`src/rtl/irq_dispatch_pkg.sv`:
```
package irq_dispatch_pkg;

    // number of external request lines from the input module
    localparam int unsigned N_EXT = 4;
    // one extra source slot for the periodic scheduler
    localparam int unsigned N_SRC = N_EXT + 1;
    // index of the scheduled source within the pending vector
    localparam int unsigned SCHED_IDX = N_EXT;
    // width of a source index
    localparam int unsigned IDX_W = $clog2(N_SRC);

    // setup word layout and recognised values
    localparam int unsigned MODE_WORD_W = 16;
    localparam logic [MODE_WORD_W-1:0] MODE_NORMAL_VAL = 16'h0000;
    localparam logic [MODE_WORD_W-1:0] MODE_HIGH_VAL   = 16'h0001;

    // scheduler interval width, in clock cycles
    localparam int unsigned INTERVAL_W = 16;
    // reset values
    localparam logic [N_SRC-1:0] MASK_RST = '0;
    localparam logic [INTERVAL_W-1:0] INTERVAL_RST = 16'h0000;

    // clock rate, kept for derivations elsewhere
    localparam int unsigned CLK_HZ = 25_000_000;

    // interrupt control function operations
    typedef enum logic [1:0] {
        CTL_NOP,
        CTL_SET_MASK,
        CTL_CLEAR,
        CTL_SCHED
    } ctl_op_e;

    // one control command: operation plus a per-source bit vector
    typedef struct packed {
        logic             valid;
        ctl_op_e          op;
        logic [N_SRC-1:0] bits;
    } ctl_cmd_s;

    // dispatch report toward the cpu sequencer
    typedef struct packed {
        logic             dispatch;
        logic             preempt;
        logic [IDX_W-1:0] vector;
    } dispatch_s;

    // interrupt mode held in the block
    typedef enum logic {
        MODE_NORMAL,
        MODE_HIGH
    } irq_mode_e;

endpackage

```
`src/rtl/req_sync.sv`:
```
`timescale 1ns/10ps
`default_nettype none

module req_sync #(
    parameter int unsigned WIDTH = 4
) (
    // clock and reset
    input  wire logic             i_mclk,
    input  wire logic             i_resetn,
    // asynchronous request pins
    input  wire logic [WIDTH-1:0] i_pin,
    // one-cycle rising-edge pulses
    output logic      [WIDTH-1:0] o_rise
);

    logic [WIDTH-1:0] meta_q;  // first stage, read only by sync_q
    logic [WIDTH-1:0] sync_q;  // second stage
    logic [WIDTH-1:0] last_q;  // previous synchronised level

    // two-stage synchroniser plus history for edge detect
    always_ff @(posedge i_mclk) begin
        if (!i_resetn) begin
            meta_q <= '0;
            sync_q <= '0;
            last_q <= '0;
        end else begin
            meta_q <= i_pin;
            sync_q <= meta_q;
            last_q <= sync_q;
        end
    end

    // edge pulse from the settled stages only
    always_ff @(posedge i_mclk) begin
        if (!i_resetn) begin
            o_rise <= '0;
        end else begin
            o_rise <= sync_q & ~last_q;
        end
    end

endmodule // req_sync

`default_nettype wire

```
`src/rtl/sched_timer.sv`:
```
`timescale 1ns/10ps
`default_nettype none

module sched_timer #(
    parameter int unsigned WIDTH = 16
) (
    // clock and reset
    input  wire logic             i_mclk,
    input  wire logic             i_resetn,
    // run control and period in cycles (zero halts)
    input  wire logic             i_run,
    input  wire logic [WIDTH-1:0] i_period,
    // one-cycle pulse each period
    output logic                  o_tick
);

    logic [WIDTH-1:0] cnt_q;  // cycles elapsed in this period

    // free count while running, restart on each tick or stop
    always_ff @(posedge i_mclk) begin
        if (!i_resetn || !i_run || i_period == '0) begin
            cnt_q  <= '0;
            o_tick <= 1'b0;
        end else if (cnt_q >= i_period - WIDTH'(1)) begin
            cnt_q  <= '0;
            o_tick <= 1'b1;
        end else begin
            cnt_q  <= cnt_q + WIDTH'(1);
            o_tick <= 1'b0;
        end
    end

endmodule // sched_timer

`default_nettype wire

```
`src/rtl/plc_interrupt_dispatch_control.sv`:
```
// Summary of operation
// RULE_01: control function governs input and scheduled interrupts
// RULE_02: masked requests still latch, never dispatch
// RULE_03: clear command discards pending requests
// RULE_04: two source classes: external and scheduled
// RULE_05: scheduled interrupt repeats at regular period
// RULE_06: normal mode waits for current process end
// RULE_07: high-speed mode preempts current process immediately
// RULE_08: reset gives normal mode; setup selects high-speed
// RULE_09: setup word zero selects normal mode
// RULE_10: normal mode lets servicing and instructions finish
// RULE_11: setup word one selects high-speed mode
// RULE_12: one pending latch per source, cleared on dispatch
`timescale 1ns/10ps
`default_nettype none

module plc_interrupt_dispatch_control
    import irq_dispatch_pkg::*;
#(
    parameter int unsigned INTERVAL_BITS = irq_dispatch_pkg::INTERVAL_W
) (
    // clock and reset
    input  wire logic                              i_mclk,
    input  wire logic                              i_resetn,
    // external request pins from the input interrupt module
    input  wire logic [irq_dispatch_pkg::N_EXT-1:0] i_ext_req,
    // interrupt control function command (same clock)
    input  wire irq_dispatch_pkg::ctl_cmd_s         i_ctl,
    input  wire logic [INTERVAL_BITS-1:0]           i_sched_period,
    // setup word and its load strobe (same clock)
    input  wire logic [irq_dispatch_pkg::MODE_WORD_W-1:0] i_mode_word,
    input  wire logic                              i_mode_load,
    // cpu activity: host link, remote io, special io, instruction
    input  wire logic [3:0]                        i_proc_busy,
    // service routine has returned
    input  wire logic                              i_isr_done,
    // dispatch report
    output irq_dispatch_pkg::dispatch_s            o_disp,
    // status
    output logic                                   o_in_service,
    output logic [irq_dispatch_pkg::N_SRC-1:0]     o_pending,
    output logic [irq_dispatch_pkg::N_SRC-1:0]     o_mask,
    output logic                                   o_high_speed
);

    import irq_dispatch_pkg::*;

    // dispatcher states
    typedef enum logic [1:0] {
        ST_IDLE,
        ST_WAIT,
        ST_SERVICE
    } disp_state_e;

    // pick lowest-numbered eligible source
    function automatic logic [IDX_W-1:0] first_set(
        input logic [N_SRC-1:0] v
    );
        logic [IDX_W-1:0] idx;
        idx = '0;
        // scan downward so the lowest index is written last
        for (int i = N_SRC - 1; i >= 0; i--) begin
            if (v[i]) begin
                idx = IDX_W'(i);
            end
        end
        return idx;
    endfunction

    // decode setup word into a mode; other values keep current mode
    function automatic irq_mode_e decode_mode(
        input logic [MODE_WORD_W-1:0] w,
        input irq_mode_e              cur
    );
        irq_mode_e m;
        m = cur;
        if (w == MODE_NORMAL_VAL) begin
            m = MODE_NORMAL;  // see RULE_09
        end else if (w == MODE_HIGH_VAL) begin
            m = MODE_HIGH;    // see RULE_11
        end
        return m;
    endfunction

    logic [N_EXT-1:0]         ext_rise;     // synchronised request edges
    logic                     sched_tick;   // periodic request pulse
    logic [N_SRC-1:0]         req_set;      // all request pulses
    logic [N_SRC-1:0]         pend_q;       // pending latches
    logic [N_SRC-1:0]         mask_q;       // mask bits
    logic                     sched_run_q;  // scheduler enabled
    irq_mode_e                mode_q;       // current interrupt mode
    disp_state_e              state_q;      // dispatcher state
    disp_state_e              state_d;      // next dispatcher state
    logic [N_SRC-1:0]         eligible;     // pending and not masked
    logic                     any_elig;     // some source may run
    logic [IDX_W-1:0]         pick;         // chosen source index
    logic                     proc_busy;    // a process is running
    logic                     fire;         // dispatch this cycle
    logic                     fire_pre;     // dispatch preempts cpu
    logic [N_SRC-1:0]         dispatch_clr; // pending bit taken now
    logic [N_SRC-1:0]         cmd_clr;      // pending bits cleared
    logic                     cmd_ok;       // valid control command

    // external pins pass two flops, then edge detect
    req_sync #(
        .WIDTH (N_EXT)
    ) u_sync (
        .i_mclk   (i_mclk),
        .i_resetn (i_resetn),
        .i_pin    (i_ext_req),
        .o_rise   (ext_rise)
    );

    // periodic request source, independent of the program flow
    sched_timer #(
        .WIDTH (INTERVAL_BITS)
    ) u_sched (
        .i_mclk   (i_mclk),
        .i_resetn (i_resetn),
        .i_run    (sched_run_q),
        .i_period (i_sched_period),
        .o_tick   (sched_tick)  // see RULE_05
    );

    // request vector: external sources low, scheduled source on top
    always_comb begin
        req_set            = '0;
        req_set[N_EXT-1:0] = ext_rise;    // see RULE_04
        req_set[SCHED_IDX] = sched_tick;  // see RULE_04
    end

    // control command decode
    always_comb begin
        cmd_ok  = i_ctl.valid;
        cmd_clr = '0;
        // only the clear op touches the pending latches
        if (cmd_ok && i_ctl.op == CTL_CLEAR) begin
            cmd_clr = i_ctl.bits;  // see RULE_03
        end
    end

    // mask register written by the control function
    always_ff @(posedge i_mclk) begin
        if (!i_resetn) begin
            // nothing masked after power-up
            mask_q <= MASK_RST;
        end else if (cmd_ok && i_ctl.op == CTL_SET_MASK) begin
            mask_q <= i_ctl.bits;  // see RULE_01
        end
    end

    // scheduler run bit, governed by the control function
    always_ff @(posedge i_mclk) begin
        if (!i_resetn) begin
            // scheduler stopped until commanded
            sched_run_q <= 1'b0;
        end else if (cmd_ok && i_ctl.op == CTL_SCHED) begin
            sched_run_q <= i_ctl.bits[SCHED_IDX];  // see RULE_01
        end
    end

    // mode register; normal after reset, changed only by setup load
    always_ff @(posedge i_mclk) begin
        if (!i_resetn) begin
            // normal mode is the default
            mode_q <= MODE_NORMAL;  // see RULE_08
        end else if (i_mode_load) begin
            mode_q <= decode_mode(i_mode_word, mode_q);  // see RULE_08
        end
    end

    // eligibility ignores masked sources but they stay pending
    always_comb begin
        eligible  = pend_q & ~mask_q;  // see RULE_02
        any_elig  = |eligible;
        pick      = first_set(eligible);
        // busy while any of the four activities runs
        proc_busy = |i_proc_busy;
    end

    // dispatch decision per mode
    always_comb begin
        state_d  = state_q;
        fire     = 1'b0;
        fire_pre = 1'b0;
        // one transition per cycle
        unique case (state_q)
            ST_IDLE: begin
                if (any_elig) begin
                    if (mode_q == MODE_HIGH) begin
                        // interrupt whatever runs now
                        fire     = 1'b1;          // see RULE_07
                        fire_pre = proc_busy;     // see RULE_07
                        state_d  = ST_SERVICE;
                    end else if (!proc_busy) begin
                        // nothing in progress, go at once
                        fire    = 1'b1;
                        state_d = ST_SERVICE;
                    end else begin
                        // let the running process finish
                        state_d = ST_WAIT;        // see RULE_06
                    end
                end
            end
            ST_WAIT: begin
                if (!any_elig) begin
                    // cleared or masked while waiting
                    state_d = ST_IDLE;
                end else if (mode_q == MODE_HIGH) begin
                    fire     = 1'b1;              // see RULE_07
                    fire_pre = proc_busy;
                    state_d  = ST_SERVICE;
                end else if (!proc_busy) begin
                    // servicing or instruction has completed
                    fire    = 1'b1;               // see RULE_10
                    state_d = ST_SERVICE;
                end
            end
            ST_SERVICE: begin
                // routine runs until it returns
                if (i_isr_done) begin
                    state_d = ST_IDLE;
                end
            end
            default: begin
                // unused state code, fall back to idle
                state_d = ST_IDLE;
            end
        endcase
    end

    // dispatcher state register
    always_ff @(posedge i_mclk) begin
        if (!i_resetn) begin
            // no routine running after reset
            state_q <= ST_IDLE;
        end else begin
            // advance one step per cycle
            state_q <= state_d;
        end
    end

    // one-hot of the source handed to its routine
    always_comb begin
        dispatch_clr = '0;
        // nothing is taken without a dispatch
        if (fire) begin
            dispatch_clr[pick] = 1'b1;  // see RULE_12
        end
    end

    // pending latches: a new request wins over any clear
    always_ff @(posedge i_mclk) begin
        if (!i_resetn) begin
            // no request recorded yet
            pend_q <= '0;
        end else begin
            // see RULE_12
            pend_q <= (pend_q & ~(cmd_clr | dispatch_clr)) | req_set;
        end
    end

    // dispatch report, registered
    always_ff @(posedge i_mclk) begin
        if (!i_resetn) begin
            // no report, vector zero
            o_disp <= '0;
        end else begin
            // pulse for one cycle per dispatch
            o_disp.dispatch <= fire;
            o_disp.preempt  <= fire_pre;  // see RULE_07
            o_disp.vector   <= fire ? pick : o_disp.vector;
        end
    end

    // service flag follows the next state
    always_ff @(posedge i_mclk) begin
        if (!i_resetn) begin
            // not in a routine
            o_in_service <= 1'b0;
        end else begin
            // early by one state so it lines up with the pulse
            o_in_service <= (state_d == ST_SERVICE);
        end
    end

    // status mirrors of internal state
    always_ff @(posedge i_mclk) begin
        if (!i_resetn) begin
            // mirrors start at their reset values
            o_pending    <= '0;
            o_mask       <= MASK_RST;
            o_high_speed <= 1'b0;
        end else begin
            // one cycle behind the internal state
            o_pending    <= pend_q;
            o_mask       <= mask_q;
            o_high_speed <= (mode_q == MODE_HIGH);
        end
    end

endmodule // plc_interrupt_dispatch_control

`default_nettype wire

```
`config.mk`:
```
export PLATFORM = sky130hd
export DESIGN_NAME = plc_interrupt_dispatch_control
export DESIGN_NICKNAME = d
export VERILOG_FILES = /design/src/rtl/irq_dispatch_pkg.sv /design/src/rtl/req_sync.sv /design/src/rtl/sched_timer.sv /design/src/rtl/plc_interrupt_dispatch_control.sv
export SDC_FILE = /design/constraint.sdc
export NUM_CORES = 1
export LEC_CHECK = 0
export BUFFER_PORTS_ARGS = -buffer_cell sky130_fd_sc_hd__buf_2
export CORE_UTILIZATION = 30
export DETAILED_ROUTE_END_ITERATION = 8
export HOLD_SLACK_MARGIN = 0.03
export PLACE_DENSITY_LB_ADDON = 0.1
export REMOVE_ABC_BUFFERS = 1
export SLEW_MARGIN = 20
export SYNTH_ARGS = -nofsm -noshare
export SYNTH_HDL_FRONTEND = slang
export SYNTH_SLANG_ARGS = --single-unit
```
`constraint.sdc`:
```
create_clock -name i_mclk -period 4.9 [get_ports i_mclk]
set_input_delay 1.47 -clock i_mclk [delete_from_list [all_inputs] [get_ports i_mclk]]
set_output_delay 1.47 -clock i_mclk [all_outputs]
set_load 0.01 [all_outputs]
```
==> metrics.txt <==
nature of the critical path startpoint input pin; Hold Path Sink u_sync.o_rise[3]$_SDFF_PN0_; Layout Nets 457; status finished clean; Yosys top cell by area dfxtp_1; DP HPWL ~4300 um; post-synthesis compound-gate area fraction approximately 8.5%; chip width about 100 um; Synth Flop Type dfxtp_1; clock-pin slew on the worst setup and hold paths about 0.070 ns; largest family of logic cells by synthesized area simple AND/OR/NAND/NOR gates; share of cells above drive strength 1 roughly 22%; Syn-to-layout area delta 23.0%; Arr. time, crit path 4.28 ns; clk sinks 64; total CTS buffers 9; Mean Syn Cell Area between 9 and 10 um^2; Worst Hold Path Cells 1; First-pass DRT Iterations 4; VDD IR-drop max 0.000127 V; cts hold-fix bufs 0; M3 GR Usage 2.65%; number of port buffers 68; initial drt markers between 60 and 70; Total GRT Usage 12.5%; highest net fanout along the worst path 16; leakage between 1.5 and 2 nW; GR Util met2 approximately a fifth; final setup skew just over 0.009 ns; grt ovf 0; DRC 0; initial antenna violation count 0; die height 100 um; post-synthesis adder-cell area fraction approximately 7.8%; ys async rst share 0%; Final GP Congestion 0.751; hold path startpoint u_sync.last_q[3]$_SDFF_PN0_; Worst Reg-to-Reg Cells 8; Netlist cell types 38; leading cell type in the layout, fill and taps excluded buf_2; post-CTS sizing 0; maximum clock frequency about 0.25 GHz; core area slightly above 0.009 mm^2; worst skew pair latency roughly 0.33 ns; Worst-Margin Slew 0.626 ns; Critical Path RT just over 5 ns; Post-Syn Instances between 300 and 400; vias in the first global route approximately 2.1k; Setup Crit Path Kind in2reg; Die Area roughly 0.01 mm^2; dominant cells by area after synthesis dfxtp_1 44%, ha_1 7.8%, and2_1 5.2%, xnor2_1 5.1%, nor2_1 4.8%; max-cap viol count 0; Finished Core Util just under 40%; vias per cell roughly 4.4; # diodes 0; Setup violations, final 0; endpoint class of the critical path register; setup TNS 0 ns; Hold Fails Final Rpt 0; Vias 2269; top cell type's share of synthesized area 44.2%; RSZ-0062 raised after global routing no; EDFF count, synth 0; first-pass GRT wire length 9700 um; sequential area share after synthesis between 40% and 50%; Final Max Tran Viols 0; flops & latches, synth 64; Tmin final roughly 4 ns; maximum number of pins on one net before global-route repair 44; Final Non-Filler Cells 520; Placed Cells incl. Taps 505; Worst Hold Class reg2reg; most frequent cells in the layout 68 x buf_2, 64 x dfxtp_1, 37 x nor2_1; clk root buf clkbuf_8; CTS tree yes; num rows 35; Wirelength per Cell 11.0 um; ANT nets after route 0; met1 Track Usage GR between 15 and 20%; Synth Area in XOR/XNOR under 10%; Ports 69; FF-to-FF End u_sched.cnt_q[13]$_SDFF_PP0_; fill count roughly 980; global route hottest layer met2; mapped cell area a little under 0.003 mm^2; internal reg-to-reg setup slack around 2.8 ns; post-detailed-routing wire length between 5000 and 6000 um; Initial Util a little under a third; deepest clock path buffer count 2; simple-gate area share of the yosys netlist between 20% and 30%; Ys Warns 0; htree depth 3; final period utilization between 80% and 90%; reg2reg start u_sched.cnt_q[0]$_SDFF_PP0_; postcts setup bufs 0; Slew headroom 58.2%; mux cell area share after synthesis 2.76%; power density over the cells 292 mW/mm^2
[flip-flops by register name, indices dropped and copies added (netlist names)]
signal          count
mask_q              5
mode_q              1
o_disp              5
o_high_speed        1
o_in_service        1
o_mask              5
o_pending           5
pend_q              5
sched_run_q         1
state_q             2
u_sched.cnt_q      16
u_sched.o_tick      1
u_sync.last_q       4
u_sync.meta_q       4
u_sync.o_rise       4
u_sync.sync_q       4
[critical path: stages]
cell and delay [ns]:
buf_2 0.12, or4_4 0.55, or4_4 0.44, nor3_1 0.22, xnor2_1 0.16, ha_1 0.26
a21oi_1 0.13, o21ai_0 0.14, a211oi_1 0.35, o211ai_2 0.12, buf_4 0.20, nor2_1 0.11
[logic make-up (layout without fill, tap and decap cells)]
logic type	Yosys count	in the layout
fa+ha+maj	18	18
buf+inv	15	93
compound gates	37	37
flops	64	64
simple gates	143	143
xor+xnor	28	28
mux	8	8
[how the worst max path moves through the flow]
stage	start	end	slack, ns	depth (start not counted)
floorplan	i_sched_period[9]	u_sched.cnt_q[10]$_SDFF_PP0_	0.82	10
global placement	i_sched_period[9]	u_sched.cnt_q[14]$_SDFF_PP0_	0.59	12
detailed placement	i_sched_period[9]	u_sched.cnt_q[2]$_SDFF_PP0_	0.52	12
CTS	i_sched_period[9]	u_sched.cnt_q[13]$_SDFF_PP0_	0.87	12
global route	i_sched_period[3]	u_sched.cnt_q[9]$_SDFF_PP0_	0.61	12
finish	i_sched_period[9]	u_sched.cnt_q[13]$_SDFF_PP0_	0.89	12
[cells in the mapped netlist, drive strengths merged (2+ instances only)]
master	count
mux2i	8
nor4b	2
o21a	2
a41oi	2
nand2b	5
and2	24
a21boi	4
nor4	7
inv	9
nand4	5
clkbuf	5
a21oi	11
o311a	2
nand3b	2
nor2b	18
o21ai	9
dfxtp	64
nor2	37
xor2	11
nand2	17
nor3	9
nand3	10
ha	18
xnor2	17
or4	2
[power breakdown]
part	total [mW]	switching [mW]	internal (mW)
Combinational	0.0774	0.0384	0.0390
Sequential	0.534	0.00392	0.530
Clock	0.430	0.187	0.243
Total	1.04	0.229	0.813
[layer usage]
metal | part of all wire [%] | up-vias
li1 | - | 1222
met1 | 49 | 971
met2 | 43 | 66
met3 | 5.1 | 10
met4 | 2.4 | 0
met5 | 0 | -
[final cells by class]
cell class | count | area (um^2) | share of cell area, %
sequential | 64 | 1280 | 35.9
multi-input combinational | 234 | 1560 | 43.6
clock buffer | 11 | 141 | 3.96
inverter | 9 | 33.8 | 0.947
clock inverter | 4 | 45.0 | 1.26
timing repair buffer | 69 | 348 | 9.75
tap | 129 | 161 | 4.53
[metrics by stage]
step                power (mW)  hold slack (ns)  cell area (um^2)  setup slack (ns)
floorplan                0.584            0.367              2870             0.817
CTS                       1.06            0.381              3570             0.870
global route              1.09            0.401              3570             0.607
global placement         0.624            0.372              3380             0.595
detailed placement       0.625            0.373              3380             0.520
finish                    1.04            0.380              3570             0.891
No activity file was read; power rests on OpenSTA's default activity.
